### src/pkg/stx_regs.vh
// Constants for the serial audio input stage
`ifndef STX_REGS_VH
`define STX_REGS_VH
// ****************************************
// Formats
// ****************************************
`define STX_FMT_LJ 2'h0
`define STX_FMT_I2S 2'h1
`define STX_FMT_RJ 2'h2
// ****************************************
// Word widths
// ****************************************
`define STX_WID_16 2'h0
`define STX_WID_18 2'h1
`define STX_WID_20 2'h2
`define STX_WID_24 2'h3
// ****************************************
// Right-justified, I2S and left-justified MSB delays, 64 clocks per frame
// ****************************************
`define STX_RJD_16 6'h10
`define STX_RJD_18 6'h0e
`define STX_RJD_20 6'h0c
`define STX_RJD_24 6'h08
`define STX_I2SD 6'h01
`define STX_LJD 6'h00
// ****************************************
// Oversampling ratios, biphase divide and FIFO depth
// ****************************************
`define STX_OSR_256 1'b0
`define STX_OSR_384 1'b1
`define STX_DIV_256 4'h1
`define STX_DIV_384 4'h2
`define STX_FIFO_DEPTH 32
`endif

### src/rtl/stx_fifo.v
// Sample-pair FIFO with valid and ready on both sides
`timescale 1ns/1ps
module stx_fifo #(
    parameter WIDTH = 48,
    parameter DEPTH = 32,
    parameter AW = 5
) (
    input wire clk_in,
    input wire nrst_in,
    input wire ce_in,
    input wire in_valid_in,
    output wire in_ready_out,
    input wire [WIDTH-1:0] in_data_in,
    output reg out_valid_out,
    input wire out_ready_in,
    output reg [WIDTH-1:0] out_data_out
);
    reg [WIDTH-1:0] mem_r [0:DEPTH-1];
    reg [AW-1:0] wp_r;
    reg [AW-1:0] rp_r;
    reg [AW:0] cnt_r;
    wire wr;
    wire rd;
    assign in_ready_out = (cnt_r != DEPTH[AW:0]);
    assign wr = in_valid_in && in_ready_out;
    // Read data lands in a register; refill when output empty or taken
    assign rd = (cnt_r != {(AW+1){1'b0}}) && (!out_valid_out || out_ready_in);
    always @(posedge clk_in) begin
        if (ce_in && wr) begin
            mem_r[wp_r] <= in_data_in;
        end
    end
    always @(posedge clk_in or negedge nrst_in) begin
        if (!nrst_in) begin
            wp_r <= {AW{1'b0}};
            rp_r <= {AW{1'b0}};
            cnt_r <= {(AW+1){1'b0}};
            out_valid_out <= 1'b0;
            out_data_out <= {WIDTH{1'b0}};
        end else if (ce_in) begin
            if (wr) begin
                wp_r <= (wp_r == DEPTH[AW-1:0] - 1'b1) ? {AW{1'b0}} : wp_r + 1'b1;
            end
            if (rd) begin
                rp_r <= (rp_r == DEPTH[AW-1:0] - 1'b1) ? {AW{1'b0}} : rp_r + 1'b1;
                out_data_out <= mem_r[rp_r];
                out_valid_out <= 1'b1;
            end else if (out_ready_in) begin
                out_valid_out <= 1'b0;
            end
            cnt_r <= cnt_r + {{AW{1'b0}}, wr} - {{AW{1'b0}}, rd};
        end
    end
endmodule

### src/rtl/stx_serin.v
// Serial audio input stage of the biphase transmitter
`timescale 1ns/1ps
`include "stx_regs.vh"
// Function
// - Left-justified: sync high left, low right
// - Sample data and sync on rising clock
// - Left-justified MSB right after sync edge
// - Divide oversampling clock to biphase clock
// - LJ, I2S, RJ formats; 16/18/20/24 bits
// - RJ MSB delay 16/14/12/8 clocks
// - I2S sync low left, high right
module stx_serin #(
    parameter DEPTH = `STX_FIFO_DEPTH,
    parameter AW = 5
) (
    input wire clk_in,
    input wire nrst_in,
    input wire ce_in,
    input wire [1:0] fmt_in,
    input wire [1:0] wid_in,
    input wire osr_in,
    input wire sclk_in,
    input wire fsync_in,
    input wire sdata_in,
    input wire oversample_clock_in,
    input wire pair_ready_in,
    output wire pair_valid_out,
    output wire [23:0] left_out,
    output wire [23:0] right_out,
    output reg biphase_tick_out,
    output reg overrun_out
);
    // ****************************************
    // Synchronisers: serial pins and oversampling clock pass two flops
    // ****************************************
    // Three clocks of latency; serial clock must stay below clk/8
    reg [1:0] sclk_s_r;
    reg [1:0] fs_s_r;
    reg [1:0] sd_s_r;
    reg [1:0] osc_s_r;
    reg sclk_d_r;
    reg osc_d_r;
    always @(posedge clk_in or negedge nrst_in) begin
        if (!nrst_in) begin
            sclk_s_r <= 2'h0;
            fs_s_r <= 2'h0;
            sd_s_r <= 2'h0;
            osc_s_r <= 2'h0;
            sclk_d_r <= 1'b0;
            osc_d_r <= 1'b0;
        end else if (ce_in) begin
            sclk_s_r <= {sclk_s_r[0], sclk_in};
            fs_s_r <= {fs_s_r[0], fsync_in};
            sd_s_r <= {sd_s_r[0], sdata_in};
            osc_s_r <= {osc_s_r[0], oversample_clock_in};
            sclk_d_r <= sclk_s_r[1];
            osc_d_r <= osc_s_r[1];
        end
    end
    // Rising serial clock edge; sync and data are aligned with it
    wire sclk_rise = sclk_s_r[1] && !sclk_d_r;
    wire osc_rise = osc_s_r[1] && !osc_d_r;
    // ****************************************
    // Biphase clock divider
    // ****************************************
    // 256x frame gives 128x biphase (div 2); 384x gives div 3
    reg [3:0] div_r;
    wire [3:0] div_max = osr_in ? `STX_DIV_384 : `STX_DIV_256;
    always @(posedge clk_in or negedge nrst_in) begin
        if (!nrst_in) begin
            div_r <= 4'h0;
            biphase_tick_out <= 1'b0;
        end else if (ce_in) begin
            biphase_tick_out <= 1'b0;
            if (osc_rise) begin
                if (div_r >= div_max) begin
                    div_r <= 4'h0;
                    biphase_tick_out <= 1'b1;
                end else begin
                    div_r <= div_r + 4'h1;
                end
            end
        end
    end
    // ****************************************
    // Word framing
    // ****************************************
    reg fs_prev_r;
    reg [5:0] bitcnt_r;
    reg [4:0] got_r;
    reg [23:0] shift_r;
    reg [23:0] left_r;
    reg chan_r;
    reg have_left_r;
    reg push_r;
    reg [47:0] pair_r;
    reg [5:0] delay;
    reg [4:0] nbits;
    // ****************************************
    // Width decode
    // ****************************************
    always @* begin
        case (wid_in)
            `STX_WID_16: nbits = 5'h10;
            `STX_WID_18: nbits = 5'h12;
            `STX_WID_20: nbits = 5'h14;
            default: nbits = 5'h18;
        endcase
    end
    // ****************************************
    // Format decode
    // ****************************************
    // Code 3 is unused and falls back to left-justified
    always @* begin
        case (fmt_in)
            `STX_FMT_I2S: delay = `STX_I2SD;
            `STX_FMT_RJ: begin
                case (wid_in)
                    `STX_WID_16: delay = `STX_RJD_16;
                    `STX_WID_18: delay = `STX_RJD_18;
                    `STX_WID_20: delay = `STX_RJD_20;
                    default: delay = `STX_RJD_24;
                endcase
            end
            default: delay = `STX_LJD;
        endcase
    end
    // ****************************************
    // Bit position and capture
    // ****************************************
    wire fs_now = fs_s_r[1];
    wire fs_edge = fs_now != fs_prev_r;
    // Left channel polarity flips in I2S
    wire left_now = (fmt_in == `STX_FMT_I2S) ? !fs_now : fs_now;
    wire [5:0] pos = fs_edge ? 6'h00 : bitcnt_r;
    // Count restarts at the sync edge itself, so a zero delay still lands the MSB
    wire [4:0] got = fs_edge ? 5'h00 : got_r;
    wire take = (pos >= delay) && (got < nbits);
    wire [23:0] shifted = {shift_r[22:0], sd_s_r[1]};
    wire done = take && (got == nbits - 5'h1);
    // Justify the word into the top bits of the 24-bit slot
    wire [23:0] word = shifted << (5'h18 - nbits);
    // Half in progress; a fresh edge overrides the latched channel
    wire cur_left = fs_edge ? left_now : chan_r;
    wire fifo_ready;
    // Positions count from the rise that first shows the new sync level
    always @(posedge clk_in or negedge nrst_in) begin
        if (!nrst_in) begin
            fs_prev_r <= 1'b0;
            bitcnt_r <= 6'h00;
            got_r <= 5'h00;
            shift_r <= 24'h000000;
            chan_r <= 1'b0;
        end else if (ce_in && sclk_rise) begin
            fs_prev_r <= fs_now;
            bitcnt_r <= (pos == 6'h3f) ? pos : pos + 6'h01;
            if (fs_edge) begin
                chan_r <= left_now;
            end
            if (take) begin
                shift_r <= shifted;
                got_r <= got + 5'h01;
            end else begin
                got_r <= got;
            end
        end
    end
    // ****************************************
    // Pair assembly
    // ****************************************
    // One pair may wait outside the FIFO; the next one is dropped meanwhile
    always @(posedge clk_in or negedge nrst_in) begin
        if (!nrst_in) begin
            left_r <= 24'h000000;
            have_left_r <= 1'b0;
            push_r <= 1'b0;
            pair_r <= 48'h0;
            overrun_out <= 1'b0;
        end else if (ce_in) begin
            if (push_r && fifo_ready) begin
                push_r <= 1'b0;
            end
            if (sclk_rise && done) begin
                // Pair built when right word completes after a left word
                if (cur_left) begin
                    left_r <= word;
                    have_left_r <= 1'b1;
                end else if (have_left_r) begin
                    have_left_r <= 1'b0;
                    // Sample lost if the previous pair is still waiting
                    if (push_r && !fifo_ready) begin
                        overrun_out <= 1'b1;
                    end else begin
                        pair_r <= {left_r, word};
                        push_r <= 1'b1;
                    end
                end
            end
        end
    end
    // ****************************************
    // Output FIFO
    // ****************************************
    wire [47:0] fifo_q;
    stx_fifo #(
        .WIDTH(48),
        .DEPTH(DEPTH),
        .AW(AW)
    ) u_fifo (
        .clk_in(clk_in),
        .nrst_in(nrst_in),
        .ce_in(ce_in),
        .in_valid_in(push_r),
        .in_ready_out(fifo_ready),
        .in_data_in(pair_r),
        .out_valid_out(pair_valid_out),
        .out_ready_in(pair_ready_in),
        .out_data_out(fifo_q)
    );
    assign left_out = fifo_q[47:24];
    assign right_out = fifo_q[23:0];
endmodule
### config.mk
export PLATFORM = sky130hd
export DESIGN_NAME = stx_serin
export DESIGN_NICKNAME = d
export VERILOG_FILES = /design/src/rtl/stx_fifo.v /design/src/rtl/stx_serin.v
export VERILOG_INCLUDE_DIRS = /design/src /design/src/pkg
export SDC_FILE = /design/constraint.sdc
export NUM_CORES = 2
export LEC_CHECK = 0
export BUFFER_PORTS_ARGS = -buffer_cell sky130_fd_sc_hd__buf_2
export CAP_MARGIN = 20
export CORE_ASPECT_RATIO = 1.5
export CORE_UTILIZATION = 46
export CTS_CLUSTER_DIAMETER = 40
export DETAILED_ROUTE_END_ITERATION = 6
export PLACE_DENSITY = 0.62
export SLEW_MARGIN = 5
export SYNTH_ARGS = -nofsm -noshare
export SYNTH_HDL_FRONTEND = slang
export SYNTH_SLANG_ARGS = --single-unit
export TNS_END_PERCENT = 20
### constraint.sdc
create_clock -name clk_in -period 12.2 [get_ports clk_in]
set_clock_uncertainty 0.2 [all_clocks]
set_input_delay 3.05 -clock clk_in [delete_from_list [all_inputs] [get_ports clk_in]]
set_output_delay 3.05 -clock clk_in [all_outputs]
set_load 0.01 [all_outputs]
[After elaboration in Yosys (flattened, before gate mapping)]
Memory sizes are Yosys's and may differ from the RTL's. A register that Yosys moved wholly into a read port is not among the register bits.
Index checks and enable logic that the tools add are counted.
Storage, ports and cells
  flip-flop bits (word level): 143
  bits in writable memories: 1536
  input port bits: 13
  memories kept: 1
Memories
  u_fifo.mem_r: depth 32, bits a word 48, rd ports 1, clocked after memory_dff 1, wr ports 1, RTL line stx_fifo.v:18  | reg [WIDTH-1:0] mem_r [0:DEPTH-1];
Cells by class
  add/sub/neg operators: 9
  order comparisons: 3
  equality and inequality tests: 10
  shift operators: 1
  multiplexer cells: 25
  bitwise logic cells: 2
  reductions and logical operators: 29
Operators by type and width (count)
  left shift 24 x 5 -> 24 bit: 1
  two-way mux 5 bit: 4
  adder 5 x 1 -> 5 bit (second input constant): 3
  one-hot mux 5 bit (3 select lines): 1
  two-way mux 1 bit: 14
  two-way mux 6 bit: 2
  one-hot mux 4 bit (3 select lines): 1
  AND reduction 2 bit: 6
  equality test 5 bit (second input constant): 2
  logical AND 1 bit: 10
  one-hot mux 5 bit (2 select lines): 1
  AND reduction 5 bit: 2
  adder 6 x 1 -> 6 bit: 1
  adder 6 x 1 -> 6 bit (second input constant): 1
  equality test 6 bit (second input constant): 1
  greater-or-equal comparator 6 bit: 1
  logical NOT 1 bit: 6
  != test 6 bit (second input constant): 1
  nonzero test 6 bit: 1
  subtractor 6 x 1 -> 6 bit: 1
  equality test 5 bit: 1
  less-than comparator 5 bit: 1
  subtractor 5 x 1 -> 5 bit (second input constant): 1
  subtractor 5 bit (first input constant): 1
  12 further kinds: 15

[Longest topological paths before layout]
  depth after elaboration: 8
  depth in mapped cells: 15
  mapped depth without buffers: 15

[Modules after synthesis]
Synthesis repeated with hierarchy kept, for this count alone.
Unflattened totals
  cells, all modules: 3012
  area total of the unflattened synthesis: 67134.4 µm²
Modules (own cells, without submodules)
  stx_fifo: instances 1, cells each 2511, area each 60757.0 µm²
  stx_serin: instances 1, cells each 501, area each 6377.4 µm²

[Least setup slack after synthesis]
No wires, ideal clock.
  path kind: input -> register
  start: in ce_in
  end: mem u_fifo.mem_r[15][0], enable pin
  setup time: 454 ps
  arrival time: 5984 ps
  required time: 11546 ps
  setup slack: 5562 ps
  stages: 5
  cell sequence: buf_1 and3_1 clkbuf_1 nand2_1 nor2_1
On the way
  cells in the longest elaborated chain, start to end: 3
Ends and longest elaborated chain
  start, declared: RTL line stx_serin.v:18  | input wire ce_in,
  logical AND 1 bit: RTL line stx_fifo.v:29  | if (ce_in && wr) begin
  two-way mux 1 bit: RTL line stx_fifo.v:29
  two-way mux 1 bit (not written as such): RTL line stx_fifo.v:30  | mem_r[wp_r] <= in_data_in;
  end, declared: RTL line stx_fifo.v:18
Every way passes these cells.

[Final worst setup path]
  start: in wid_in[1]
  end: reg pair_r[2]
On the way
  cells in the longest elaborated chain, start to end: 8
  elaborated cells between the ends (all ways): 16
Ends and longest elaborated chain
  start, declared: RTL line stx_serin.v:20  | input wire [1:0] wid_in,
  equality test 2 bit (tied with other cells): RTL line stx_serin.v:103, stx_serin.v:118
  one-hot mux 5 bit (3 select lines): RTL line stx_serin.v:118  | case (wid_in)
  one-hot mux 5 bit (2 select lines): RTL line stx_serin.v:115  | case (fmt_in)
  greater-or-equal comparator 6 bit: RTL line stx_serin.v:138  | wire take = (pos >= delay) && (got < nbits);
  logical AND 1 bit: RTL line stx_serin.v:138
  logical AND 1 bit: RTL line stx_serin.v:140  | wire done = take && (got == nbits - 5'h1);
  logical AND 1 bit: RTL line stx_serin.v:183  | if (sclk_rise && done) begin
  AND reduction 5 bit (no line)
  end signal, assigned: RTL line stx_serin.v:194  | pair_r <= {left_r, word};
  end, declared: RTL line stx_serin.v:96  | reg [47:0] pair_r;
Parallel ways exist; a longest one is shown, timed or not.
A chain may end at the register's enable or synchronous reset.

==> results.md <==
- Drt first-iter violations: 3202
- Peak VDD IR: roughly 0.19 mV
- Distinct cells, synth: 58
- Layout area overhead: 13.7%
- Gr usage total: 0.222
- Post-synth ARST share: 0.111
- Detailed Route WL: roughly 160 mm
- Pre-antenna DRT Iters: 5
- Clk_lat worst skew: ~800 ps
- Power Density: 181 mW/mm²
- Initial antenna violation count: 1
- Post-Syn Nets: 3174
- Worst-path clk slew: 60 ps
- Relative slew slack: 0.218
- Largest net degree at the start of global routing: between 100 and 150
- Switching share of total power: 0.252
- Top-count cell post-synth: edfxtp_1
- Syn. warnings: 0
- Clock Root Buffer: clkbuf_16
- Clock Power Share: 0.391
- Drt via density: 6.02
- Ports: 64
- Critical path class: in -> reg
- Combinational share of power: 0.122
- RePlAce Congestion: 0.835
- Final Hold Vio Count: 0
- Die Width: 312 µm
- Critical Path AT: about 6600 ps
- Max Cap Viol: 0
- Hold WC Path Type: reg -> reg
- RSZ-0062 raised after global routing: false
- Synth area leader: edfxtp_1
- Via count: 31900
- DR WL/cell: 30.3 µm
- Worst path required time: roughly 13000 ps
- Sequential Power Share: 0.487
- Yosys top cell area share: 0.696
- Hpwl dp: 85.8 mm
- Overflow after GRT: 0
- CTS tree: yes
- Compound-Gate Fraction of Synth Area: 0.0287
- Post-synthesis mux area share: 0.155
- Outcome: finished, final reports clean
- Vias in the first global route: 33500
- Hold Slack: 272 ps
- Tcrit/Tclk final: 0.506
- CP startpoint kind: input pin
- Post-Syn Area per Cell: 21.2 µm²
- CP Max Fanout: 48
- CTS max path bufs: 3
- Fillcell total: ~11000
- Nets: about 3300
- First-pass GRT wire length: 233 mm
- Worst slew pin tran: 1170 ps
- Hold buffer count at cts: 0
- Post-synthesis xor/xnor area fraction: 0.00170
- Most used DFF post-synth: edfxtp_1
- CTS buffer count: ~170
- Pint: 10.2 mW
- CP endpoint kind: register
- Seq/Total Area, Yosys: 0.768
- Max Slew Vio Count: 0
- Setup TNS: 0 ps
- DRC: 0
- Buffers added on ports: 63
- Fin util: 0.527
- Post-synth top cells: edfxtp_1 (1536), mux4_2 (384), o22ai_1 (194)
- EDFF count, synth: 1536
- Highest clock rate: approximately 160 MHz
- Synth Area in Simple Gates: 0.0234
- DIE HEIGHT: 467 µm
- Top cells by area, synth: edfxtp_1 (70%), mux4_2 (13%), dfrtp_1 (7.2%)
- Final setup fails: 0
- CORE AREA: 0.143 mm²
- Switching pwr: 3.44 mW
- Antenna Violating Nets Remaining: 0
- Setup bufs post-CTS: 0
- Pleak: 21.9 nW
- Fin crit period: roughly 6000 ps
- Syn Inst Count: 3123
- Die Area: 0.146 mm²
- Row Count: 170
- Largest family of logic cells by synthesized area: multiplexers
- Synth Area in Adders: 0.00729
- Clk sink count: 1727
- CTS H-Tree Depth: 4
- Resize count post-CTS: 0
- FF+latch count, synth: 1727
- Share of layout cells above drive strength 1: 0.279
- Post-Syn Area: 0.0663 mm²
- Initial core utilization: 0.464
-- sequential cells by signal, summed over array words and instances, names as in the netlist, 2 cells and up --
signal               cells
sclk_s_r                 2
sd_s_r                   2
div_r                    4
u_fifo.cnt_r             6
got_r                    5
pair_r                  48
u_fifo.mem_r          1536
u_fifo.out_data_out     48
osc_s_r                  2
u_fifo.wp_r              5
left_r                  24
bitcnt_r                 6
u_fifo.rp_r              5
shift_r                 23
fs_s_r                   2
-- routing by layer --
metal,wire length [µm],share of wire,vias up,GRT usage
met3,9240,0.057,246,0.0350
li1,-,-,13300,-
met1,62600,0.39,17200,0.285
met4,4230,0.026,0,0.0633
met5,0,0,-,0
met2,84700,0.53,1160,0.391
-- power by group through the flow --
stage | sequential, mW | clock, mW | combinational (mW)
after floorplan | 6.69 | 0 | 1.19
after global placement | 6.76 | 0 | 1.65
after detailed placement | 6.77 | 0 | 1.68
after CTS | 6.64 | 5.41 | 1.68
after global routing | 6.66 | 5.61 | 1.78
final | 6.64 | 5.32 | 1.66
-- critical path: stages --
cell	delay, ps
buf_2	120
inv_1	90
ha_1	760
nand2_1	130
ha_1	330
a21oi_1	50
o21ai_0	270
a31oi_2	340
nor4_4	390
buf_4	620
mux2_2	410
-- final cells by class --
class	instances	area, µm²	share of cell area
sequential	1727	50900	0.676
multi-input combinational	1198	14600	0.194
clock buffer	227	4700	0.0625
tap	1892	2370	0.0314
timing repair buffer	149	1610	0.0214
clock inverter	82	992	0.0132
inverter	27	101	0.00135
antenna	1	2.50	0.0000332
-- per-stage QoR --
step	power (mW)	worst slack (ps)	std cells	cell area, µm²
6_report	13.6	6030	5303	75300
5_1_grt	14.0	5840	5303	75300
2_1_floorplan	7.89	5560	3123	66300
3_3_place_gp	8.41	4910	4960	68800
3_5_place_dp	8.45	4840	4963	68800
4_1_cts	13.7	5690	5272	74500
-- kinds of logic (layout without fill, tap and decap cells) --
group,count (synthesis),in the layout
AOI/OAI and AO/OA,320,320
xor gates and xnor gates,12,12
buffers and inverters,198,485
muxes,525,525
and+or+nand+nor,303,303
other,0,1
adders and majority gates,38,38
DFF,1727,1727
-- worst paths after layout --
kind	start	end	slack [ps]	depth (start not counted)
max reg2reg	u_fifo.rp_r[1]	u_fifo.out_data_out[2]	7810	6
min	u_fifo.out_data_out[39]	u_fifo.out_data_out[39]	270	2
min reg2reg	u_fifo.out_data_out[39]	u_fifo.out_data_out[39]	270	2
min in group asynchronous	nrst_in	u_fifo.out_data_out[16]	2030	1
max in group asynchronous	nrst_in	pair_r[2]	7720	4
max	wid_in[1]	pair_r[2]	6030	11
-- layout by cell type, fill, tap and decap left out, types with 47 or more instances in the layout --
| cell | synthesis | layout |
|---|---|---|
| o21ai_0 | 69 | 69 |
| nand2_1 | 116 | 112 |
| buf_2 | 45 | 62 |
| mux4_2 | 384 | 384 |
| o22ai_1 | 194 | 194 |
| dfrtp_1 | 191 | 189 |
| or4_1 | 47 | 47 |
| mux2_2 | 95 | 95 |
| edfxtp_1 | 1536 | 1536 |
| buf_4 | 41 | 50 |
| clkbuf_16 | 0 | 174 |
(Power assumes the default switching activity.)
